<file path="config.mk">
export PLATFORM = sky130hd
export DESIGN_NAME = cdb_core_debug
export DESIGN_NICKNAME = d
export VERILOG_FILES = /design/src/rtl/cdb_pkg.sv /design/src/rtl/cdb_core_debug.sv /design/src/rtl/cdb_sync.sv /design/src/rtl/cdb_tap.sv
export VERILOG_INCLUDE_DIRS = /design/src /design/src/rtl
export SDC_FILE = /design/constraint.sdc
export NUM_CORES = 1
export LEC_CHECK = 0
export BUFFER_PORTS_ARGS = -buffer_cell sky130_fd_sc_hd__buf_2
export CAP_MARGIN = 30
export CORE_AREA = 3 3 195 102
export CTS_BUF_LIST = sky130_fd_sc_hd__clkbuf_8
export CTS_CLUSTER_DIAMETER = 50
export DETAILED_ROUTE_END_ITERATION = 8
export DIE_AREA = 0 0 198 105
export PLACE_DENSITY = 0.81
export SLEW_MARGIN = 30
export SYNTH_ARGS = -nofsm -noshare
export SYNTH_HDL_FRONTEND = slang
export SYNTH_HIERARCHICAL = 1
export SYNTH_SLANG_ARGS = --single-unit
</file>
<file path="constraint.sdc">
create_clock -name clock -period 2.9 [get_ports clock]
set_clock_uncertainty 0.05 [all_clocks]
set_input_delay 0.435 -clock clock [delete_from_list [all_inputs] [get_ports clock]]
set_output_delay 0.435 -clock clock [all_outputs]
set_load 0.05 [all_outputs]
</file>
<file path="src/rtl/cdb_map.svh">
/*
 * Constants for the core debug, interrupt and bus qualifier block.
 * Assumes inclusion by the package and the testbench only.
 */
`ifndef CDB_MAP_SVH
`define CDB_MAP_SVH

// ----------------------------------------------------------------
// test access port instruction register
// ----------------------------------------------------------------
`define CDB_IR_WIDTH 4
`define CDB_IR_RESET 4'hE
`define CDB_IR_BYPASS 4'hF
`define CDB_IR_IDCODE 4'hE
`define CDB_IR_COMMS 4'h2
`define CDB_IR_DBGREQ 4'h3
`define CDB_IR_CAPTURE 4'h1

// ----------------------------------------------------------------
// identity and comms data
// ----------------------------------------------------------------
// arbitrary identity value
`define CDB_IDCODE 32'h1234_5671
`define CDB_COMMS_WIDTH 32

// ----------------------------------------------------------------
// protection field positions
// ----------------------------------------------------------------
`define CDB_PROT_DATA_BIT 0
`define CDB_PROT_PRIV_BIT 1

`endif

</file>
<file path="src/rtl/cdb_pkg.sv">
/*
 * Types for the core debug, interrupt and bus qualifier block.
 * Assumes the constant header is on the include path.
 */
package cdb_pkg;
  `include "cdb_map.svh"

  // ----------------------------------------------------------------
  // test access port states, one-hot
  // ----------------------------------------------------------------
  typedef enum logic [15:0] {
    CDB_TLR = 16'h0001,
    CDB_RTI = 16'h0002,
    CDB_SDR = 16'h0004,
    CDB_CDR = 16'h0008,
    CDB_SHDR = 16'h0010,
    CDB_E1DR = 16'h0020,
    CDB_PDR = 16'h0040,
    CDB_E2DR = 16'h0080,
    CDB_UDR = 16'h0100,
    CDB_SIR = 16'h0200,
    CDB_CIR = 16'h0400,
    CDB_SHIR = 16'h0800,
    CDB_E1IR = 16'h1000,
    CDB_PIR = 16'h2000,
    CDB_E2IR = 16'h4000,
    CDB_UIR = 16'h8000
  } cdb_tap_t;

  typedef enum logic [1:0] {
    CDB_IRQ_NONE = 2'h1,
    CDB_IRQ_TAKEN = 2'h2
  } cdb_irq_t;
endpackage : cdb_pkg

</file>
<file path="src/rtl/cdb_core_debug.sv">
/*
 * Debug, interrupt and memory qualifier pin logic of a 32-bit core.
 * Assumes the pipeline supplies execute-stage events and access
 * attributes as synchronous levels; the debug controller pulses the
 * test clock enable once per tick.
 */
`timescale 1ns/10ps
module cdb_core_debug
  import cdb_pkg::*;
#(
  parameter int ADDR_WIDTH = 32,
  parameter int DATA_WIDTH = 32
) (
  input wire logic clock,
  input wire logic rstn,
  input wire logic clkEn,
  input wire logic debug_enable_in,
  input wire logic test_reset_n,
  input wire logic test_clk_enable,
  input wire logic test_serial_in,
  input wire logic test_mode_select,
  output logic test_serial_out,
  output logic test_out_enable_n,
  output logic comms_rx_full,
  output logic comms_tx_empty,
  input wire logic coreRxRead,
  input wire logic coreTxWrite,
  input wire logic [DATA_WIDTH-1:0] coreTxData,
  output logic [DATA_WIDTH-1:0] coreRxData,
  input wire logic debug_request_in,
  output logic debugStateOut,
  input wire logic debugExit,
  input wire logic [1:0] watch_ext_cond,
  input wire logic [1:0] watchExtSel,
  input wire logic [1:0] watchEnable,
  input wire logic [ADDR_WIDTH-1:0] watchAddr0,
  input wire logic [ADDR_WIDTH-1:0] watchAddr1,
  input wire logic [ADDR_WIDTH-1:0] busAddr,
  output logic [1:0] watch_match_out,
  output logic watchBreak,
  input wire logic exValid,
  input wire logic exCondPass,
  output logic instr_commit_pulse,
  output logic instr_not_executed,
  input wire logic blockXferActive,
  output logic multi_transfer_hint,
  input wire logic fast_irq_n,
  input wire logic normal_irq_n,
  input wire logic fiqDisable,
  input wire logic irqDisable,
  output logic fiqTake,
  output logic irqTake,
  input wire logic lockedSeq,
  output logic lock,
  input wire logic accessIsData,
  input wire logic accessPriv,
  input wire logic accessWrite,
  input wire logic accessActive,
  output logic [1:0] access_protection,
  output logic write,
  input wire logic [31:0] rdata,
  output logic [31:0] readDataCaptured
);
  logic [31:0] rxWord;
  logic rxStrobe;
  logic txTaken;
  logic hostDbgReq;
  logic tapTdo;
  logic tapTdoEnN;
  logic reqSync;
  logic [1:0] match;
  logic rxFull_r;
  logic txFull_r;
  logic [DATA_WIDTH-1:0] txData_r;
  logic debugState_r;
  cdb_irq_t irqState_r;

  function automatic logic qualMatch(input logic addrHit, input logic sel,
                                     input logic ext);
    qualMatch = addrHit & (~sel | ext);
  endfunction : qualMatch

  // ----------------------------------------------------------------
  // test access port, gated by debug enable
  // ----------------------------------------------------------------
  cdb_tap u_tap (
    .clock(clock),
    .testResetN(test_reset_n),
    .clkEn(clkEn & debug_enable_in),
    .tckEn(test_clk_enable),
    .tms(test_mode_select),
    .tdi(test_serial_in),
    .txWord(txData_r),
    .tdo(tapTdo),
    .tdoEnN(tapTdoEnN),
    .rxWord(rxWord),
    .rxStrobe(rxStrobe),
    .txTaken(txTaken),
    .hostDbgReq(hostDbgReq)
  );

  assign test_serial_out = debug_enable_in & tapTdo;
  assign test_out_enable_n = ~debug_enable_in | tapTdoEnN;

  // ----------------------------------------------------------------
  // comms channel buffers
  // ----------------------------------------------------------------
  // new word wins over a same-cycle read so none is lost
  always_ff @(posedge clock or negedge test_reset_n) begin
    if (!test_reset_n) begin
      rxFull_r <= 1'b0;
      coreRxData <= '0;
    end else if (clkEn) begin
      if (rxStrobe) begin
        rxFull_r <= 1'b1;
        coreRxData <= rxWord[DATA_WIDTH-1:0];
      end else if (coreRxRead) begin
        rxFull_r <= 1'b0;
      end
    end
  end

  always_ff @(posedge clock or negedge test_reset_n) begin
    if (!test_reset_n) begin
      txFull_r <= 1'b0;
      txData_r <= '0;
    end else if (clkEn) begin
      if (coreTxWrite && !txFull_r) begin
        txFull_r <= 1'b1;
        txData_r <= coreTxData;
      end else if (txTaken) begin
        txFull_r <= 1'b0;
      end
    end
  end

  assign comms_rx_full = debug_enable_in & rxFull_r;
  assign comms_tx_empty = debug_enable_in & ~txFull_r;

  // ----------------------------------------------------------------
  // debug request and debug state
  // ----------------------------------------------------------------
  cdb_sync u_reqSync (
    .clock(clock),
    .rstn(test_reset_n),
    .clkEn(clkEn),
    .din(debug_request_in),
    .dout(reqSync)
  );

  always_ff @(posedge clock or negedge test_reset_n) begin
    if (!test_reset_n) begin
      debugState_r <= 1'b0;
    end else if (clkEn) begin
      if (debug_enable_in && (reqSync || hostDbgReq || watchBreak)) begin
        debugState_r <= 1'b1;
      end else if (debugExit) begin
        debugState_r <= 1'b0;
      end
    end
  end

  assign debugStateOut = debug_enable_in & debugState_r;

  // ----------------------------------------------------------------
  // watchpoint units
  // ----------------------------------------------------------------
  always_comb begin
    match[0] = qualMatch(busAddr == watchAddr0, watchExtSel[0],
                         watch_ext_cond[0] & debug_enable_in);
    match[1] = qualMatch(busAddr == watchAddr1, watchExtSel[1],
                         watch_ext_cond[1] & debug_enable_in);
  end

  // rangeout ignores the unit enable; break honours it
  always_ff @(posedge clock or negedge test_reset_n) begin
    if (!test_reset_n) begin
      watch_match_out <= 2'h0;
      watchBreak <= 1'b0;
    end else if (clkEn) begin
      watch_match_out <= match & {2{debug_enable_in}};
      watchBreak <= |(match & watchEnable) & debug_enable_in;
    end
  end

  // ----------------------------------------------------------------
  // pipeline trace qualifiers
  // ----------------------------------------------------------------
  always_ff @(posedge clock or negedge rstn) begin
    if (!rstn) begin
      instr_commit_pulse <= 1'b0;
      instr_not_executed <= 1'b0;
      multi_transfer_hint <= 1'b0;
    end else if (clkEn) begin
      instr_commit_pulse <= exValid;
      instr_not_executed <= exValid & ~exCondPass;
      multi_transfer_hint <= blockXferActive;
    end
  end

  // ----------------------------------------------------------------
  // interrupts: fast has priority; level held by source until ack
  // ----------------------------------------------------------------
  always_ff @(posedge clock or negedge rstn) begin
    if (!rstn) begin
      fiqTake <= 1'b0;
      irqTake <= 1'b0;
      irqState_r <= CDB_IRQ_NONE;
    end else if (clkEn) begin
      fiqTake <= 1'b0;
      irqTake <= 1'b0;
      case (irqState_r)
        CDB_IRQ_NONE: begin
          if (!fast_irq_n && !fiqDisable) begin
            fiqTake <= 1'b1;
            irqState_r <= CDB_IRQ_TAKEN;
          end else if (!normal_irq_n && !irqDisable) begin
            irqTake <= 1'b1;
            irqState_r <= CDB_IRQ_TAKEN;
          end
        end
        CDB_IRQ_TAKEN: begin
          // wait for the level to be released before the next take
          if (fast_irq_n && normal_irq_n) begin
            irqState_r <= CDB_IRQ_NONE;
          end
        end
        default: irqState_r <= CDB_IRQ_NONE;
      endcase
    end
  end

  // ----------------------------------------------------------------
  // memory qualifiers
  // ----------------------------------------------------------------
  always_ff @(posedge clock or negedge rstn) begin
    if (!rstn) begin
      lock <= 1'b0;
      access_protection <= 2'h0;
      write <= 1'b0;
    end else if (clkEn) begin
      lock <= lockedSeq;
      access_protection[`CDB_PROT_DATA_BIT] <= accessIsData;
      access_protection[`CDB_PROT_PRIV_BIT] <= accessPriv;
      write <= accessWrite;
    end
  end

  always_ff @(posedge clock or negedge rstn) begin
    if (!rstn) begin
      readDataCaptured <= 32'h0000_0000;
    end else if (clkEn && accessActive && !write) begin
      readDataCaptured <= rdata;
    end
  end
endmodule : cdb_core_debug

</file>
<file path="src/rtl/cdb_sync.sv">
/*
 * Two-stage synchroniser for a level from another clock domain.
 * Assumes one destination clock; first stage feeds only the second.
 */
`timescale 1ns/10ps
module cdb_sync (
  input wire logic clock,
  input wire logic rstn,
  input wire logic clkEn,
  input wire logic din,
  output logic dout
);
  logic meta_r;
  logic sync_r;

  always_ff @(posedge clock or negedge rstn) begin
    if (!rstn) begin
      meta_r <= 1'b0;
      sync_r <= 1'b0;
    end else if (clkEn) begin
      meta_r <= din;
      sync_r <= meta_r;
    end
  end

  assign dout = sync_r;
endmodule : cdb_sync

</file>
<file path="src/rtl/cdb_tap.sv">
/*
 * Test access port controller with bypass, identity, comms and request
 * data registers. Assumes tck enable pulses once per test clock tick,
 * synchronous to the core clock.
 */
`timescale 1ns/10ps
module cdb_tap
  import cdb_pkg::*;
(
  input wire logic clock,
  input wire logic testResetN,
  input wire logic clkEn,
  input wire logic tckEn,
  input wire logic tms,
  input wire logic tdi,
  input wire logic [31:0] txWord,
  output logic tdo,
  output logic tdoEnN,
  output logic [31:0] rxWord,
  output logic rxStrobe,
  output logic txTaken,
  output logic hostDbgReq
);
  cdb_tap_t state_r;
  cdb_tap_t state_nxt;
  logic [`CDB_IR_WIDTH-1:0] irShift_r;
  logic [`CDB_IR_WIDTH-1:0] ir_r;
  logic [31:0] dr_r;
  logic tdo_r;
  logic tdoEnN_r;
  logic adv;

  assign adv = clkEn & tckEn;

  // capture value of the data register selected by the instruction
  function automatic logic [31:0] captureWord(input logic [`CDB_IR_WIDTH-1:0] ir,
                                              input logic [31:0] tx);
    if (ir == `CDB_IR_IDCODE) begin
      captureWord = `CDB_IDCODE;
    end else if (ir == `CDB_IR_COMMS) begin
      captureWord = tx;
    end else begin
      captureWord = 32'h0000_0000;
    end
  endfunction : captureWord

  logic [31:0] capWord;
  assign capWord = captureWord(ir_r, txWord);

  // ----------------------------------------------------------------
  // state walk
  // ----------------------------------------------------------------
  always_comb begin
    state_nxt = state_r;
    case (state_r)
      CDB_TLR: state_nxt = tms ? CDB_TLR : CDB_RTI;
      CDB_RTI: state_nxt = tms ? CDB_SDR : CDB_RTI;
      CDB_SDR: state_nxt = tms ? CDB_SIR : CDB_CDR;
      CDB_CDR: state_nxt = tms ? CDB_E1DR : CDB_SHDR;
      CDB_SHDR: state_nxt = tms ? CDB_E1DR : CDB_SHDR;
      CDB_E1DR: state_nxt = tms ? CDB_UDR : CDB_PDR;
      CDB_PDR: state_nxt = tms ? CDB_E2DR : CDB_PDR;
      CDB_E2DR: state_nxt = tms ? CDB_UDR : CDB_SHDR;
      CDB_UDR: state_nxt = tms ? CDB_SDR : CDB_RTI;
      CDB_SIR: state_nxt = tms ? CDB_TLR : CDB_CIR;
      CDB_CIR: state_nxt = tms ? CDB_E1IR : CDB_SHIR;
      CDB_SHIR: state_nxt = tms ? CDB_E1IR : CDB_SHIR;
      CDB_E1IR: state_nxt = tms ? CDB_UIR : CDB_PIR;
      CDB_PIR: state_nxt = tms ? CDB_E2IR : CDB_PIR;
      CDB_E2IR: state_nxt = tms ? CDB_UIR : CDB_SHIR;
      CDB_UIR: state_nxt = tms ? CDB_SDR : CDB_RTI;
      default: state_nxt = CDB_TLR;
    endcase
  end

  always_ff @(posedge clock or negedge testResetN) begin
    if (!testResetN) begin
      state_r <= CDB_TLR;
    end else if (adv) begin
      state_r <= state_nxt;
    end
  end

  // ----------------------------------------------------------------
  // instruction register
  // ----------------------------------------------------------------
  always_ff @(posedge clock or negedge testResetN) begin
    if (!testResetN) begin
      irShift_r <= `CDB_IR_RESET;
      ir_r <= `CDB_IR_RESET;
    end else if (adv) begin
      if (state_r == CDB_TLR) begin
        ir_r <= `CDB_IR_RESET;
      end else if (state_r == CDB_CIR) begin
        irShift_r <= `CDB_IR_CAPTURE;
      end else if (state_r == CDB_SHIR) begin
        irShift_r <= {tdi, irShift_r[`CDB_IR_WIDTH-1:1]};
      end else if (state_r == CDB_UIR) begin
        ir_r <= irShift_r;
      end
    end
  end

  // ----------------------------------------------------------------
  // data register and comms hand-off
  // ----------------------------------------------------------------
  always_ff @(posedge clock or negedge testResetN) begin
    if (!testResetN) begin
      dr_r <= 32'h0000_0000;
      rxWord <= 32'h0000_0000;
      rxStrobe <= 1'b0;
      txTaken <= 1'b0;
      hostDbgReq <= 1'b0;
    end else if (clkEn) begin
      // pulses last one enabled cycle, so a frozen consumer cannot miss them
      rxStrobe <= 1'b0;
      txTaken <= 1'b0;
      if (adv) begin
        if (state_r == CDB_CDR) begin
          dr_r <= capWord;
          txTaken <= (ir_r == `CDB_IR_COMMS);
        end else if (state_r == CDB_SHDR) begin
          if (ir_r == `CDB_IR_BYPASS) begin
            dr_r <= {31'h0000_0000, tdi};
          end else if (ir_r == `CDB_IR_DBGREQ) begin
            dr_r <= {31'h0000_0000, tdi};
          end else begin
            dr_r <= {tdi, dr_r[31:1]};
          end
        end else if (state_r == CDB_UDR) begin
          if (ir_r == `CDB_IR_COMMS) begin
            rxWord <= dr_r;
            rxStrobe <= 1'b1;
          end else if (ir_r == `CDB_IR_DBGREQ) begin
            hostDbgReq <= dr_r[0];
          end
        end
      end
    end
  end

  // ----------------------------------------------------------------
  // serial out, updated with the shift so the enable frames the data
  // ----------------------------------------------------------------
  always_ff @(posedge clock or negedge testResetN) begin
    if (!testResetN) begin
      tdo_r <= 1'b0;
      tdoEnN_r <= 1'b1;
    end else if (adv) begin
      // show the bit that the shift register holds after this same tick
      if (state_nxt == CDB_SHDR) begin
        if (state_r == CDB_CDR) begin
          tdo_r <= capWord[0];
        end else if (state_r != CDB_SHDR) begin
          tdo_r <= dr_r[0];
        end else if (ir_r == `CDB_IR_BYPASS || ir_r == `CDB_IR_DBGREQ) begin
          tdo_r <= tdi;
        end else begin
          tdo_r <= dr_r[1];
        end
        tdoEnN_r <= 1'b0;
      end else if (state_nxt == CDB_SHIR) begin
        if (state_r == CDB_CIR) begin
          tdo_r <= 1'(`CDB_IR_CAPTURE);
        end else if (state_r == CDB_SHIR) begin
          tdo_r <= irShift_r[1];
        end else begin
          tdo_r <= irShift_r[0];
        end
        tdoEnN_r <= 1'b0;
      end else begin
        tdo_r <= 1'b0;
        tdoEnN_r <= 1'b1;
      end
    end
  end

  assign tdo = tdo_r;
  assign tdoEnN = tdoEnN_r;
endmodule : cdb_tap
</file>
==> metrics.txt <==
register area share after synthesis 53.18%; CTS Buffer Depth 3; total gr overflow 0; Clock power frac 27.0%; Final Critical Period 2.616 ns; gpl congestion 0.9287; Hold WC Path Type input port to flip-flop; r2r setup slk 0.28 ns; Cells after Synth 790; vias in the first global route 7409; commonest non-fill, non-tap cell in the layout buf_2; unrepaired setup endpoints after global routing no; Clock Pin Slew Worst Setup and Hold Paths 0.07 ns; CP Cell Sequence or4_1 -> nor3_4 -> and3_1 -> and2_4 -> buf_12 -> mux2_2; slew margin rel. 33.48%; Worst Slack Setup Final 0.2836 ns; CP Buf/Inv Count 1; root buf cell clkbuf_8; syn_area_per_cell 12.42 sq um; post-synth top area cell dfrtp_1; Detail Route Antenna Nets 0; largest net degree at the start of global routing 68; worst r2r dst u_tap/rxWord[1]; Vias/cell 5.469; post-place setup slack 0.2945 ns; final core utilization 65.40%; Int Pwr 5265 uW; Routed WL 23640 microns; NumNets Final 1252; Slew @ Worst Pin 0.9912 ns; # rows 35; Pwr Total 7812 uW; finished layout cell area 11910 sq um; Final Setup Violations 0; Gate power share 25.3%; clock tree sinks 208; die width 198 microns; layout cells sized above 1 45.61%; die footprint 20790 sq um; first-pass GRT wire length 37720 microns; Pwr Density 655.7 nW/um^2; Max-Cap Viols 0; Worst-Skew Late Latency 0.54 ns; P_leak 0.005780 uW; status finished, final reports clean; Worst Path Arrival 2.99 ns; Post-synth EDFFs 0; Vias 7236; slowest cell on the critical path or4_1; crit share post-route 90.22%; required arrival time at the worst endpoint 3.28 ns; area share of the largest cell type after synthesis 50.77%; Mapped Area 9809 sq um; htree depth 1; Netlist cell types 66; Die H 105 microns; Net Sw Power 2547 uW; Area Overhead vs Synth 21.45%; final setup TNS 0 ns; HPWL after DPL 17940 microns; most frequent cells in the layout buf_2 (268), dfrtp_1 (199), mux2_2 (115); CTS tree built; Mapped Nets 980; ys async rst share 100.0%; cell family with most CP delay simple AND/OR/NAND/NOR gates; post_cts resized 0; Setup crit end kind flip-flop; Filler Cell Count 1351; Antenna Cells 0; drt pass-1 iters 5; Startpoint Class flip-flop; Cell Area, Placed 11350 sq um; switching part of the total 32.60%; drt wl/cell 17.87 microns; global-route usage over all layers 22.28%; Crit Path Class flip-flop to flip-flop; First DRT Iteration DRCs 500; FF+latch count, synth 208; final hold vios 0; Synth warnings 6; register share of total power 47.7%; core area 18220 sq um; worst r2r src u_tap/state_r[4]; Slew Viols, Final 0; fmax 0.3822 GHz; antenna violations before repair 0; Worst Hold Path EP readDataCaptured[1]; HP Start rdata[1]; worst r2r path cells 6; worst hold path depth 2; number of remaining DRC errors 0; PortBufs 270; Worst Path Max Fanout 33; Slowest Stage Delay on Critical Path 0.71 ns; IO Count 271; synth top area cells dfrtp_1 (51%), mux2_2 (13%), xnor2_1 (5.8%); Peak VDD IR 264.8 uV; Initial Util 53.85%; Top FF cell, synth dfrtp_1; number of CTS-inserted buffers 28
-- layer usage --
layer	up-vias	global-route usage (%)	wire length [microns]
met1	3580	28.26	10020
met2	233	40.44	12050
met3	34	3.544	1211
met4	0	4.692	365
li1	3389	-	-
met5	-	0	0
-- how the worst max path moves through the flow --
stage                                start               end  cells after the start
after floorplan           u_tap/state_r[1]  u_tap/rxWord[10]                      9
after global placement    u_tap/state_r[4]   u_tap/rxWord[2]                      6
after detailed placement  u_tap/state_r[4]   u_tap/rxWord[1]                      6
after CTS                 u_tap/state_r[4]   u_tap/rxWord[2]                      6
after global routing      u_tap/state_r[8]     u_tap/dr_r[2]                      7
final                     u_tap/state_r[4]   u_tap/rxWord[1]                      6
-- power by group through the flow --
| stage | clock, uW | combinational (uW) | sequential, uW |
|---|---|---|---|
| finish | 2110 | 1980 | 3720 |
| global route | 2310 | 2140 | 3780 |
| CTS | 2160 | 1990 | 3720 |
| detailed placement | 0 | 1980 | 3780 |
| global placement | 0 | 1920 | 3750 |
| floorplan | 0 | 1090 | 4010 |
-- per-stage QoR --
| stage | hold WS [ns] | std cells |
|---|---|---|
| 2_1_floorplan | 0.08941 | 790 |
| 3_3_place_gp | 0.4095 | 1270 |
| 4_1_cts | 0.003063 | 1322 |
| 3_5_place_dp | 0.4159 | 1270 |
| 6_report | 0.07362 | 1323 |
| 5_1_grt | 0.04057 | 1323 |
-- sequential cells by signal, summed over array words and instances (netlist names), 2 cells and up --
signal and count:
u_tap/state_r 16, watch_match_out 2, u_tap/ir_r 4, u_tap/rxWord 32, access_protection 2, u_tap/dr_r 32
irqState_r 2, txData_r 32, u_tap/irShift_r 4, coreRxData 32, readDataCaptured 32
-- kinds of logic (layout without fill, tap and decap cells) --
family / count (synthesis) / count (layout) / synth area share (%)
xor gates and xnor gates: 72 / 72 / 6.429
DFF: 208 / 208 / 53.18
and+or+nand+nor: 180 / 180 / 10.15
muxes: 145 / 145 / 17.74
AOI/OAI and AO/OA: 123 / 123 / 8.852
buffers and inverters: 62 / 355 / 3.648
-- final cells by class --
class	instances	area, sq um	area share (%)
multi-input combinational	520	4252	35.69
sequential	208	5216	43.78
timing repair buffer	290	1553	13.03
clock inverter	17	72.57	0.6091
clock buffer	34	467.9	3.928
inverter	14	52.55	0.4411
tap	240	300.3	2.520
-- synth_stat cells, drive strengths merged, types with 3 or more instances --
master	n
nand4	19
a211oi	4
buf	28
nand3	15
nor2	16
or4	5
xnor2	65
clkbuf	20
and2	6
xor2	7
nor3	10
nor2b	3
mux2	144
a31oi	4
a22o	12
nand3b	5
nand2	66
a21oi	5
nor4	12
o21ai	43
a22oi	19
nor3b	3
a21o	4
nor4b	5
nand2b	5
inv	14
o41ai	3
o22a	12
dfrtp	199
dfstp	9
-- repair_timing --
item | in CTS | in global routing
hold buffers | 1 | 1
endpoints found under the hold margin | 59 | 42
buffers inserted | 0 | 0
No activity file was read; power rests on OpenSTA's default activity.
